===== src/core/tml_pkg.sv =====
/*
 * Constants for the three-channel character codec: register map, field
 * positions, reset values, control characters and timing counts.
 * Assumes a 25 MHz system clock and one serial bit per system clock.
 */
package tml_pkg;
    localparam int CHAN = 3;
    localparam int BITS_PER_CHAR = 10;
    // Blanking characters, indexed {ctrl_bit_hi, ctrl_bit_lo}
    localparam logic [9:0] CTRL_CHAR_00 = 10'h354;
    localparam logic [9:0] CTRL_CHAR_01 = 10'h0AB;
    localparam logic [9:0] CTRL_CHAR_10 = 10'h154;
    localparam logic [9:0] CTRL_CHAR_11 = 10'h2AB;
    // Register map, byte addresses
    localparam logic [11:0] ADDR_CTRL = 12'h000;
    localparam logic [11:0] ADDR_STATUS = 12'h004;
    localparam int CTRL_TX_EN_BIT = 0;
    localparam int CTRL_RX_EN_BIT = 1;
    localparam logic [1:0] CTRL_RESET = 2'h3;
    localparam int STAT_LOCK_BIT = 0;
    localparam int STAT_SYNC_LSB = 1;
    localparam int STAT_ALL_BIT = 4;
    // Link timing, in pixel periods
    localparam int MIN_BLANK_SPAN = 128;
    localparam int TX_PIPELINE_LIMIT = 64;
    localparam int RX_PIPELINE_LIMIT = 64;
    // Boundary lock: consecutive aligned blanking characters needed
    localparam logic [7:0] SYNC_RUN = 8'h10;
    // Link clock lock: edges needed and longest gap between edges
    localparam logic [4:0] LOCK_EDGES = 5'h10;
    localparam logic [7:0] CLK_GAP_MAX = 8'h40;
endpackage : tml_pkg


===== src/core/tml_codec.sv =====
/*
 * Three-channel character codec with APB registers: encoder, serializer,
 * receiver boundary search, decoder and channel alignment.
 * Assumes the serial inputs arrive one bit per CLK_SYS and the link clock
 * input is asynchronous; the pixel source follows TX_CLK_OUT.
 */
// Notes on behaviour
// - Blanking sends four control characters; active data never forms them.
// - Each channel takes pixel byte, two control bits and pixel valid.
// - Signed running disparity per channel, updated every character.
// - One 10-bit character per input set; ones and zeros counters used.
// - Characters leave least significant bit first.
// - Ten serial bits per pixel clock period.
// - Receiver locks to the link character clock quickly, well inside limit.
// - Character boundaries found from runs of blanking characters.
// - Recovered outputs hold while any channel is out of sync.
// - Channels aligned onto one strobe with transmit channel mapping.
// - Transmit pipeline stays below 64 pixel periods.
// - Receive pipeline stays below 64 pixel periods.
// - No link error detection is performed.
// - Stage one chains XOR or XNOR from bit 0; bit 8 marks which.
// - Stage two may invert low eight bits; bit 9 marks inversion.
// - Pixel valid picks pixel byte or control bits, ignoring the other.
// - Each control bit pair maps to its own blanking character.
`timescale 1ns/10ps
`default_nettype none
module tml_codec
    import tml_pkg::*;
(
    input wire logic CLK_SYS,
    input wire logic RST_B,
    input wire logic PSEL,
    input wire logic PENABLE,
    input wire logic PWRITE,
    input wire logic [11:0] PADDR,
    input wire logic [31:0] PWDATA,
    output logic [31:0] PRDATA,
    output logic PREADY,
    output logic PSLVERR,
    input wire logic [23:0] TX_PIXEL,
    input wire logic [2:0] TX_CTRL_BIT_LO,
    input wire logic [2:0] TX_CTRL_BIT_HI,
    input wire logic TX_PIXEL_VALID,
    output logic TX_CHAR_TAKEN,
    output logic [2:0] TX_SERIAL,
    output logic TX_CLK_OUT,
    input wire logic RX_CLK_IN,
    input wire logic [2:0] RX_SERIAL,
    output logic [23:0] RX_PIXEL,
    output logic [2:0] RX_CTRL_BIT_LO,
    output logic [2:0] RX_CTRL_BIT_HI,
    output logic RX_PIXEL_VALID,
    output logic RX_STROBE
);
    // Ones and zeros in a byte
    function automatic logic [3:0] count_ones(input logic [7:0] v);
        logic [3:0] n;
        n = 4'h0;
        for (int i = 0; i < 8; i++)
        begin
            n = n + {3'h0, v[i]};
        end
        return n;
    endfunction : count_ones

    function automatic logic [3:0] count_zeros(input logic [7:0] v);
        return 4'h8 - count_ones(v);
    endfunction : count_zeros

    function automatic logic [9:0] ctrl_char(input logic [1:0] c);
        logic [9:0] q;
        unique case (c)
            2'h0: q = CTRL_CHAR_00;
            2'h1: q = CTRL_CHAR_01;
            2'h2: q = CTRL_CHAR_10;
            2'h3: q = CTRL_CHAR_11;
        endcase
        return q;
    endfunction : ctrl_char

    function automatic logic is_ctrl(input logic [9:0] q);
        return q == CTRL_CHAR_00 || q == CTRL_CHAR_01 || q == CTRL_CHAR_10 || q == CTRL_CHAR_11;
    endfunction : is_ctrl

    // Result {disparity, character}
    function automatic logic [14:0] encode(input logic [7:0] d, input logic [1:0] ctl, input logic de,
                                           input logic signed [4:0] cnt);
        logic [8:0] qm;
        logic xn;
        logic [3:0] n1;
        logic [3:0] n0;
        logic [9:0] q;
        logic signed [4:0] c;
        logic signed [4:0] diff;
        xn = count_ones(d) > 4'h4 || (count_ones(d) == 4'h4 && !d[0]);
        qm[0] = d[0];
        for (int i = 1; i < 8; i++)
        begin
            qm[i] = xn ? ~(qm[i-1] ^ d[i]) : (qm[i-1] ^ d[i]);
        end
        qm[8] = ~xn;
        n1 = count_ones(qm[7:0]);
        n0 = count_zeros(qm[7:0]);
        diff = $signed({1'b0, n1}) - $signed({1'b0, n0});
        if (!de)
        begin
            q = ctrl_char(ctl);
            c = 5'sd0;
        end
        else if (cnt == 5'sd0 || n1 == n0)
        begin
            q = {~qm[8], qm[8], qm[8] ? qm[7:0] : ~qm[7:0]};
            c = qm[8] ? cnt + diff : cnt - diff;
        end
        else if ((!cnt[4] && n1 > n0) || (cnt[4] && n0 > n1))
        begin
            q = {1'b1, qm[8], ~qm[7:0]};
            c = cnt + (qm[8] ? 5'sd2 : 5'sd0) - diff;
        end
        else
        begin
            q = {1'b0, qm[8], qm[7:0]};
            c = cnt - (qm[8] ? 5'sd0 : 5'sd2) + diff;
        end
        return {c, q};
    endfunction : encode

    // Result {pixel valid, control pair, pixel byte}
    function automatic logic [10:0] decode(input logic [9:0] q);
        logic [7:0] v;
        logic [7:0] d;
        v = q[9] ? ~q[7:0] : q[7:0];
        d[0] = v[0];
        for (int i = 1; i < 8; i++)
        begin
            d[i] = q[8] ? (v[i] ^ v[i-1]) : ~(v[i] ^ v[i-1]);
        end
        if (q == CTRL_CHAR_00) return {3'h0, 8'h00};
        if (q == CTRL_CHAR_01) return {3'h1, 8'h00};
        if (q == CTRL_CHAR_10) return {3'h2, 8'h00};
        if (q == CTRL_CHAR_11) return {3'h3, 8'h00};
        return {3'h4, d};
    endfunction : decode

    logic [1:0] ctrl_q;
    logic pready_q;
    logic pslverr_q;
    logic [31:0] prdata_q;
    logic [3:0] tx_bit_q;
    logic tx_take_q;
    logic tx_clk_q;
    logic [CHAN-1:0][9:0] tx_shift_q;
    logic [CHAN-1:0][4:0] tx_disp_q;
    logic [CHAN-1:0][14:0] enc_w;
    logic [2:0] lclk_q;
    logic [7:0] gap_q;
    logic [4:0] edges_q;
    logic locked_q;
    logic [CHAN-1:0] rx_s1_q;
    logic [CHAN-1:0] rx_s2_q;
    logic [CHAN-1:0][9:0] rx_win_q;
    logic [CHAN-1:0][3:0] rx_ph_q;
    logic [CHAN-1:0][7:0] rx_run_q;
    logic [CHAN-1:0] rx_sync_q;
    logic [CHAN-1:0] rx_new_q;
    logic [CHAN-1:0][10:0] rx_word_q;
    logic [23:0] rx_pix_q;
    logic [2:0] rx_lo_q;
    logic [2:0] rx_hi_q;
    logic rx_de_q;
    logic rx_stb_q;

    // Bus decode and status word
    wire apb_access = PSEL && PENABLE && !pready_q;
    wire apb_done = PSEL && PENABLE && pready_q;
    wire hit_ctrl = PADDR == ADDR_CTRL;
    wire hit_stat = PADDR == ADDR_STATUS;
    wire all_sync = &rx_sync_q;
    wire [31:0] status_w = {27'h000_0000, all_sync, rx_sync_q, locked_q};
    wire [31:0] rd_w = hit_ctrl ? {30'h0000_0000, ctrl_q} : (hit_stat ? status_w : 32'h0000_0000);

    // APB slave, one wait state
    always_ff @(posedge CLK_SYS or negedge RST_B)
    begin
        if (!RST_B)
        begin
            ctrl_q <= CTRL_RESET;
            pready_q <= 1'b0;
            pslverr_q <= 1'b0;
            prdata_q <= 32'h0000_0000;
        end
        else
        begin
            pready_q <= apb_access;
            pslverr_q <= apb_access && !hit_ctrl && !hit_stat;
            if (apb_access)
                prdata_q <= rd_w;
            if (apb_done && PWRITE && hit_ctrl)
                ctrl_q <= PWDATA[1:0];
        end
    end

    // Transmit inputs, forced to blanking 00 while disabled
    wire tx_en = ctrl_q[CTRL_TX_EN_BIT];
    wire tx_de = TX_PIXEL_VALID && tx_en;
    wire tx_load = tx_bit_q == 4'(BITS_PER_CHAR - 1);
    wire [3:0] tx_bit_d = tx_load ? 4'h0 : tx_bit_q + 4'h1;

    // Bit counter and character clock divider
    always_ff @(posedge CLK_SYS or negedge RST_B)
    begin
        if (!RST_B)
        begin
            // Start at the last bit so the first edge loads a whole character
            tx_bit_q <= 4'(BITS_PER_CHAR - 1);
            tx_take_q <= 1'b0;
            tx_clk_q <= 1'b0;
        end
        else
        begin
            tx_bit_q <= tx_bit_d;
            tx_take_q <= tx_load;
            tx_clk_q <= tx_bit_d < 4'(BITS_PER_CHAR / 2);
        end
    end

    genvar ch;
    generate
        for (ch = 0; ch < CHAN; ch++)
        begin : g_tx
            assign enc_w[ch] = encode(TX_PIXEL[ch*8 +: 8], {TX_CTRL_BIT_HI[ch] && tx_en, TX_CTRL_BIT_LO[ch] && tx_en},
                                      tx_de, $signed(tx_disp_q[ch]));
            // Character load and shift out
            always_ff @(posedge CLK_SYS or negedge RST_B)
            begin
                if (!RST_B)
                begin
                    tx_shift_q[ch] <= CTRL_CHAR_00;
                    tx_disp_q[ch] <= 5'h00;
                end
                else if (tx_load)
                begin
                    tx_shift_q[ch] <= enc_w[ch][9:0];
                    tx_disp_q[ch] <= enc_w[ch][14:10];
                end
                else
                    tx_shift_q[ch] <= {1'b0, tx_shift_q[ch][9:1]};
            end
            assign TX_SERIAL[ch] = tx_shift_q[ch][0];
        end
    endgenerate

    // Link clock edge finder and lock
    wire lclk_rise = lclk_q[1] && !lclk_q[2];
    wire rx_run_ok = locked_q && ctrl_q[CTRL_RX_EN_BIT];
    always_ff @(posedge CLK_SYS or negedge RST_B)
    begin
        if (!RST_B)
        begin
            lclk_q <= 3'h0;
            gap_q <= 8'h00;
            edges_q <= 5'h00;
            locked_q <= 1'b0;
        end
        else
        begin
            lclk_q <= {lclk_q[1:0], RX_CLK_IN};
            gap_q <= lclk_rise ? 8'h00 : (gap_q == CLK_GAP_MAX ? gap_q : gap_q + 8'h01);
            if (gap_q == CLK_GAP_MAX)
                edges_q <= 5'h00;
            else if (lclk_rise && edges_q != LOCK_EDGES)
                edges_q <= edges_q + 5'h01;
            locked_q <= edges_q == LOCK_EDGES && gap_q != CLK_GAP_MAX;
        end
    end

    wire consume = &rx_new_q;
    generate
        for (ch = 0; ch < CHAN; ch++)
        begin : g_rx
            wire win_ctrl = is_ctrl(rx_win_q[ch]);
            wire bound = rx_ph_q[ch] == 4'(BITS_PER_CHAR - 1);
            wire realign = !rx_sync_q[ch] && win_ctrl && !bound;
            // Boundary search, run count and decode per channel
            always_ff @(posedge CLK_SYS or negedge RST_B)
            begin
                if (!RST_B)
                begin
                    rx_s1_q[ch] <= 1'b0;
                    rx_s2_q[ch] <= 1'b0;
                    rx_win_q[ch] <= 10'h000;
                    rx_ph_q[ch] <= 4'h0;
                    rx_run_q[ch] <= 8'h00;
                    rx_sync_q[ch] <= 1'b0;
                    rx_new_q[ch] <= 1'b0;
                    rx_word_q[ch] <= 11'h000;
                end
                else
                begin
                    rx_s1_q[ch] <= RX_SERIAL[ch];
                    rx_s2_q[ch] <= rx_s1_q[ch];
                    rx_win_q[ch] <= {rx_s2_q[ch], rx_win_q[ch][9:1]};
                    rx_ph_q[ch] <= (bound || realign) ? 4'h0 : rx_ph_q[ch] + 4'h1;
                    if (!rx_run_ok)
                        rx_run_q[ch] <= 8'h00;
                    else if (bound)
                        rx_run_q[ch] <= !win_ctrl ? 8'h00 : (rx_run_q[ch] == 8'hFF ? 8'hFF : rx_run_q[ch] + 8'h01);
                    else if (realign)
                        rx_run_q[ch] <= 8'h01;
                    if (!rx_run_ok)
                        rx_sync_q[ch] <= 1'b0;
                    else if (bound && win_ctrl && rx_run_q[ch] == SYNC_RUN - 8'h01)
                        rx_sync_q[ch] <= 1'b1;
                    rx_new_q[ch] <= (bound && rx_sync_q[ch]) || (rx_new_q[ch] && !consume);
                    if (bound)
                        rx_word_q[ch] <= decode(rx_win_q[ch]);
                end
            end
        end
    endgenerate

    // Aligned output update, held while out of sync
    wire rx_upd = consume && all_sync;
    wire rx_de = rx_word_q[0][10];
    always_ff @(posedge CLK_SYS or negedge RST_B)
    begin
        if (!RST_B)
        begin
            rx_pix_q <= 24'h00_0000;
            rx_lo_q <= 3'h0;
            rx_hi_q <= 3'h0;
            rx_de_q <= 1'b0;
            rx_stb_q <= 1'b0;
        end
        else
        begin
            rx_stb_q <= rx_upd;
            if (rx_upd)
            begin
                rx_de_q <= rx_de;
                if (rx_de)
                    rx_pix_q <= {rx_word_q[2][7:0], rx_word_q[1][7:0], rx_word_q[0][7:0]};
                else
                begin
                    rx_lo_q <= {rx_word_q[2][8], rx_word_q[1][8], rx_word_q[0][8]};
                    rx_hi_q <= {rx_word_q[2][9], rx_word_q[1][9], rx_word_q[0][9]};
                end
            end
        end
    end

    // Output wiring from flip-flops
    assign PRDATA = prdata_q;
    assign PREADY = pready_q;
    assign PSLVERR = pslverr_q;
    assign TX_CHAR_TAKEN = tx_take_q;
    assign TX_CLK_OUT = tx_clk_q;
    assign RX_PIXEL = rx_pix_q;
    assign RX_CTRL_BIT_LO = rx_lo_q;
    assign RX_CTRL_BIT_HI = rx_hi_q;
    assign RX_PIXEL_VALID = rx_de_q;
    assign RX_STROBE = rx_stb_q;
endmodule : tml_codec
`default_nettype wire


===== config.mk =====
export PLATFORM = sky130hd
export DESIGN_NAME = tml_codec
export DESIGN_NICKNAME = d
export VERILOG_FILES = /design/src/core/tml_pkg.sv /design/src/core/tml_codec.sv
export SDC_FILE = /design/constraint.sdc
export NUM_CORES = 1
export LEC_CHECK = 0
export ABC_CLOCK_PERIOD_IN_PS = 4100
export CELL_PAD_IN_SITES_DETAIL_PLACEMENT = 1
export CELL_PAD_IN_SITES_GLOBAL_PLACEMENT = 2
export CORE_MARGIN = 1.5
export CORE_UTILIZATION = 35
export CTS_CLUSTER_DIAMETER = 80
export DETAILED_ROUTE_END_ITERATION = 10
export DONT_BUFFER_PORTS = 1
export HOLD_SLACK_MARGIN = 0.15
export PLACE_DENSITY_LB_ADDON = 0.1
export SLEW_MARGIN = 25
export SYNTH_ARGS = -nofsm -noshare
export SYNTH_HDL_FRONTEND = slang
export SYNTH_SLANG_ARGS = --single-unit

===== constraint.sdc =====
create_clock -name CLK_SYS -period 4.1 [get_ports CLK_SYS]
set_input_delay 0.615 -clock CLK_SYS [delete_from_list [all_inputs] [get_ports CLK_SYS]]
set_output_delay 0.615 -clock CLK_SYS [all_outputs]
set_load 0.1 [all_outputs]

==> Word level (Yosys, flattened, before mapping) <==
Index checks and enable logic that the tools add are counted.
{ "word_totals": {"register_bits": 245, "inputBits": 84, "elab_cells": 551} }
{ "classes": {"n_addsub": 75, "order_cmp": 10, "n_eq_ne": 49, "muxes": 178, "bitwise_logic": 94, "reduce_logical": 99} }
{ "ops": {"columns": ["operator", "n"], "rows": [
  ["10-bit 2-to-1 mux", 28],
  ["8-bit 2-to-1 mux", 23],
  ["10-bit one-hot mux with 4 select lines", 3],
  ["4-bit by 1-bit adder with 4-bit output", 24],
  ["1-bit 2-to-1 mux", 90],
  ["11-bit 2-to-1 mux", 8],
  ["5-bit 2-to-1 mux", 16],
  ["10-bit == test, second input constant", 6],
  ["8-bit inverter", 6],
  ["1-bit logical AND", 46],
  ["1-bit inverter", 46],
  ["1-bit XOR", 42],
  ["8-bit by 1-bit adder with 8-bit output, second input constant", 4],
  ["5-bit adder", 6],
  ["10-bit by 8-bit == test with 1-bit output, second input constant", 3],
  ["10-bit by 9-bit == test with 1-bit output, second input constant", 3],
  ["5-bit subtractor", 6],
  ["3-bit by 1-bit adder with 4-bit output", 6],
  ["8-bit by 4-bit == test with 1-bit output, second input constant", 3],
  ["8-bit == test, second input constant", 3],
  ["4-bit > comparator", 6],
  ["1-bit logical OR", 24],
  ["2-bit by 1-bit adder with 3-bit output", 6],
  ["1-bit logical NOT", 17],
  ["other kinds (30)", 80]
]} }

==> Longest topological paths before layout <==
{ "depth": {"word_depth": 38, "depth_mapped": 36} }

==> Worst setup path before layout <==
Ideal clock, no wire load.
{ "synth_path": {"path_kind": "input to register", "startpoint": "in TX_PIXEL[8]", "endpoint": "reg tx_disp_q[9] (netlist bit)", "arrival_time_ps": 9131, "path_slack_ps": -5177, "stages": 34, "n_path_buf": 1, "path_cell_list": "inv_1 fa_1 fa_1 fa_1 inv_1 ha_1 fa_1 or3b_2 a211oi_1 nor2_1 clkbuf_1 xnor2_1 fa_1 fa_1 inv_1 fa_1 ha_1 inv_1 fa_1 nor2b_1 inv_1 ha_1 nor2b_1 o21ai_0 o21a_1 ha_1 inv_1 ha_1 a21oi_1 xnor2_1 mux2i_1 a21oi_1 mux2i_1 o311ai_0"} }
{ "synth_between": {"elab_chain_cells": 37} }
{ "synth_rtl": {"columns": ["item", "line", "text"], "rows": [
  ["start: declaration", "tml_codec.sv:40", "input wire logic [23:0] TX_PIXEL,"],
  ["branches (longest 35 deep; another with 3-bit by 1-bit adder with 4-bit output)", null, null],
  ["5-bit 2-to-1 mux (*)", "tml_codec.sv:110", "else if (cnt == 5'sd0 || n1 == n0)"],
  ["5-bit 2-to-1 mux (*)", "tml_codec.sv:105", "if (!de)"],
  ["end signal: indexed assignment", "tml_codec.sv:244", "tx_disp_q[ch] <= enc_w[ch][14:10];"],
  ["end: declaration", "tml_codec.sv:153", "logic [CHAN-1:0][4:0] tx_disp_q;"]
]} }
Every way passes the cells marked *.
A chain may end at the register's enable or synchronous reset.

==> Worst setup path after layout <==
{ "layout_path": {"startpoint": "in TX_PIXEL[16]", "endpoint": "reg tx_disp_q[14] (netlist bit)"} }
Same word-level chain as after synthesis.

==> impl_results.md <==
- Status: finished, violations left
- Failing checks: hold timing, setup timing
- Final Hold Viols: 200
- FP Rows: 72
- R2r endpoint: tx_disp_q[14]
- Worst-path clk slew: 0.06 ns
- Worst hold-check path type: input port to async pin
- DP Area: 15500 sq um
- Final WL: 34.6 mm
- Hold WS: -0.224 ns
- Finished Layout Cells: between 2000 and 2500
- R2R setup slack: 1.22 ns
- #FFs+latches synth: 218
- Post-route design area: ~18000 sq um
- Port Buf Inserts: 0
- Yosys cell types: 66
- Largest net degree at the start of global routing: roughly 220
- Crit-path most repeated cell: fa_1
- Top_reg_cell synth: dfrtp_1
- CP Max Fanout: 3
- CP max-delay cell: fa_1
- Post-DRT Antenna Nets: 0
- Total grt overflow: 0
- Sink Count: 218
- Number of global-route vias before repair: 11092
- Ant. Diodes: 0
- Crit path DAT: between 8 and 9 ns
- Commonest non-fill, non-tap cell in the layout: dfrtp_1
- Fmax: 0.126 GHz
- Critical Path End Type: flip-flop
- Core ar.: 38600 sq um
- Area delta synth->final: 28.8%
- Max clock buf depth: 3
- Largest stage delay on the critical path: between 0.5 and 0.6 ns
- Final core utilization: 0.457
- EDFF count, synth: 0
- Post-DR vias/cell: 4.88
- Starting Density: 0.355
- DIE WIDTH: 201 um
- Slew HR: 0.328
- Die Y-Extent: 201 um
- Syn avg cell area: 9.93 sq um
- Mean routed wirelength per cell: around 16 um
- Critical path type: input port to flip-flop
- Async SR Flop Fraction: 1.00
- Number of buffers created by CTS: 28
- Root Driver: clkbuf_16
- First-pass GRT wire length: 58.0 mm
- Final setup skew: 0.0158 ns
- Worst Setup SP: TX_PIXEL[16]
- First-pass DRT Iterations: 4
- Critical Path RT: ~4.5 ns
- DRC errors left: 0
- Sequential area share after synthesis: 0.399
- DR iter-0 viols: 310
- Worst setup endpoint: tx_disp_q[14]
- Post-Synthesis Cells: 1382
- H-tree Lvls: 1
- FF-to-FF path depth: 12
- CTS tree: built
- Worst-Margin Slew: ~1 ns
- Via count: about 10000
- Layout cells sized above 1: 0.304
- Maxcap violations: 0
- Tmin final: between 7 and 8 ns
- RSZ-0062 raised after global routing: yes
- Gpl congestion: 0.758
- Post-DP HPWL: between 20 and 25 mm
- Initial antenna violation count: 0
- CTS Hold Bufs: 4
- Worst skew pair latency: 0.54 ns
- Most frequent cells in the layout: dfrtp_1 (199), buf_4 (178), inv_1 (124)
- Layout Nets: roughly 1800
- Max Transition Viols Final: 0
- Mapped cell area: approximately 14000 sq um
- Final setup margin: -3.83 ns
- # IOs: 155
- Crit share post-route: 1.93
- Number of setup violations in the final report: 39
- Total track usage: 0.174
- Die ar.: just over 40000 sq um
- Yosys warns: 0
- Worst reg2reg startpoint: tx_disp_q[11]
- Worst Setup Start Kind: input port
- Placed insts: 1991
==> cell type report <==
class	count	area (sq um)
Fill cell	4241	21000
Multi-Input combinational cell	966	8300
Sequential cell	218	5480
Timing Repair Buffer	213	1740
Clock buffer	34	774
Tap cell	518	648
Inverter	142	559
Clock inverter	18	173
==> critical path, delay by kind of cell <==
| family | cells | cell delay, ns |
|---|---|---|
| AOI/OAI and AO/OA | 8 | 1.13 |
| xor gates and xnor gates | 2 | 0.31 |
| adders and majority gates | 13 | 5.06 |
| buffers and inverters | 7 | 0.40 |
| and+or+nand+nor | 4 | 0.81 |
==> through the flow <==
stage | TNS [ns] | setup slack [ns]
2_1_floorplan | -141.74 | -4.52
3_3_place_gp | -144.18 | -4.33
3_5_place_dp | -147.78 | -4.49
4_1_cts | -122.22 | -3.85
5_1_grt | -133.70 | -4.17
6_report | -122.62 | -3.83
==> cells in the mapped netlist (4+ instances only) <==
| cell type | count | share of area |
|---|---|---|
| nand2_1 | 117 | 0.032 |
| nand4_1 | 8 | 0.0036 |
| buf_4 | 31 | 0.017 |
| xor2_1 | 43 | 0.027 |
| and3_1 | 16 | 0.0073 |
| nor4_1 | 10 | 0.0046 |
| mux2_2 | 38 | 0.031 |
| and2_1 | 10 | 0.0046 |
| nand2b_1 | 10 | 0.0046 |
| xnor2_1 | 86 | 0.055 |
| a41oi_1 | 5 | 0.0032 |
| o22ai_1 | 12 | 0.0055 |
| nor3_1 | 14 | 0.0051 |
| a21oi_1 | 58 | 0.021 |
| nor2_1 | 74 | 0.020 |
| nand3_1 | 36 | 0.013 |
| o211ai_1 | 19 | 0.010 |
| clkbuf_1 | 48 | 0.013 |
| ha_1 | 100 | 0.091 |
| dfrtp_1 | 199 | 0.36 |
| nand3b_1 | 4 | 0.0022 |
| nor2b_1 | 17 | 0.0078 |
| xnor2_4 | 4 | 0.0080 |
| dfstp_2 | 19 | 0.036 |
| o21ai_0 | 83 | 0.030 |
| a21o_1 | 6 | 0.0033 |
| or2_2 | 6 | 0.0027 |
| mux2i_1 | 18 | 0.013 |
| nor3b_1 | 4 | 0.0022 |
| o21a_1 | 7 | 0.0038 |
| fa_1 | 36 | 0.053 |
| a22o_1 | 15 | 0.0096 |
| o31ai_1 | 30 | 0.016 |
| xnor2_2 | 5 | 0.0059 |
| inv_1 | 140 | 0.038 |
| a31oi_1 | 6 | 0.0027 |
==> kinds of logic after synthesis <==
logic type,after synthesis,synth area share
AND/OR/NAND/NOR,337,0.116
AO/OA/AOI/OAI,268,0.125
buffers and inverters,224,0.0701
flip-flops,218,0.399
XOR/XNOR,141,0.0999
adder cells (fa/ha/maj),136,0.144
multiplexers,57,0.0454
other,1,0.000273
==> metal layers <==
metal / GRT usage / routed length (um)
met5: 0 / 0
met4: 0.0438 / 671
met3: 0.0237 / 1040
met2: 0.300 / 16900
met1: 0.229 / 16000
==> worst min path at each step <==
stage,end,cells after the start
finish,RX_PIXEL[19],0
global route,RX_PIXEL[19],0
CTS,RX_PIXEL[17],0
detailed placement,RX_PIXEL[16],0
global placement,RX_PIXEL[16],0
floorplan,PRDATA[0],0
==> repair_timing <==
item,in CTS,in global routing
resized for setup,101,54
pin swaps,81,57
hold endpoints to repair,222,218
setup endpoints to repair,39,39
cloned,1,0
setup buffers,53,18
==> sequential cells by signal, indices dropped and copies added, names as in the netlist, 4 cells and up <==
signal and cells:
PRDATA 5, RX_PIXEL 24, edges_q 5, gap_q 8, rx_ph_q 12, rx_run_q 24, rx_win_q 30, rx_word_q 30
tx_bit_q 4, tx_disp_q 15, tx_shift_q 27
Power is left out: the tool's default activity adds up to more than one toggle a clock period on the data nets, which glitch-free logic cannot reach.
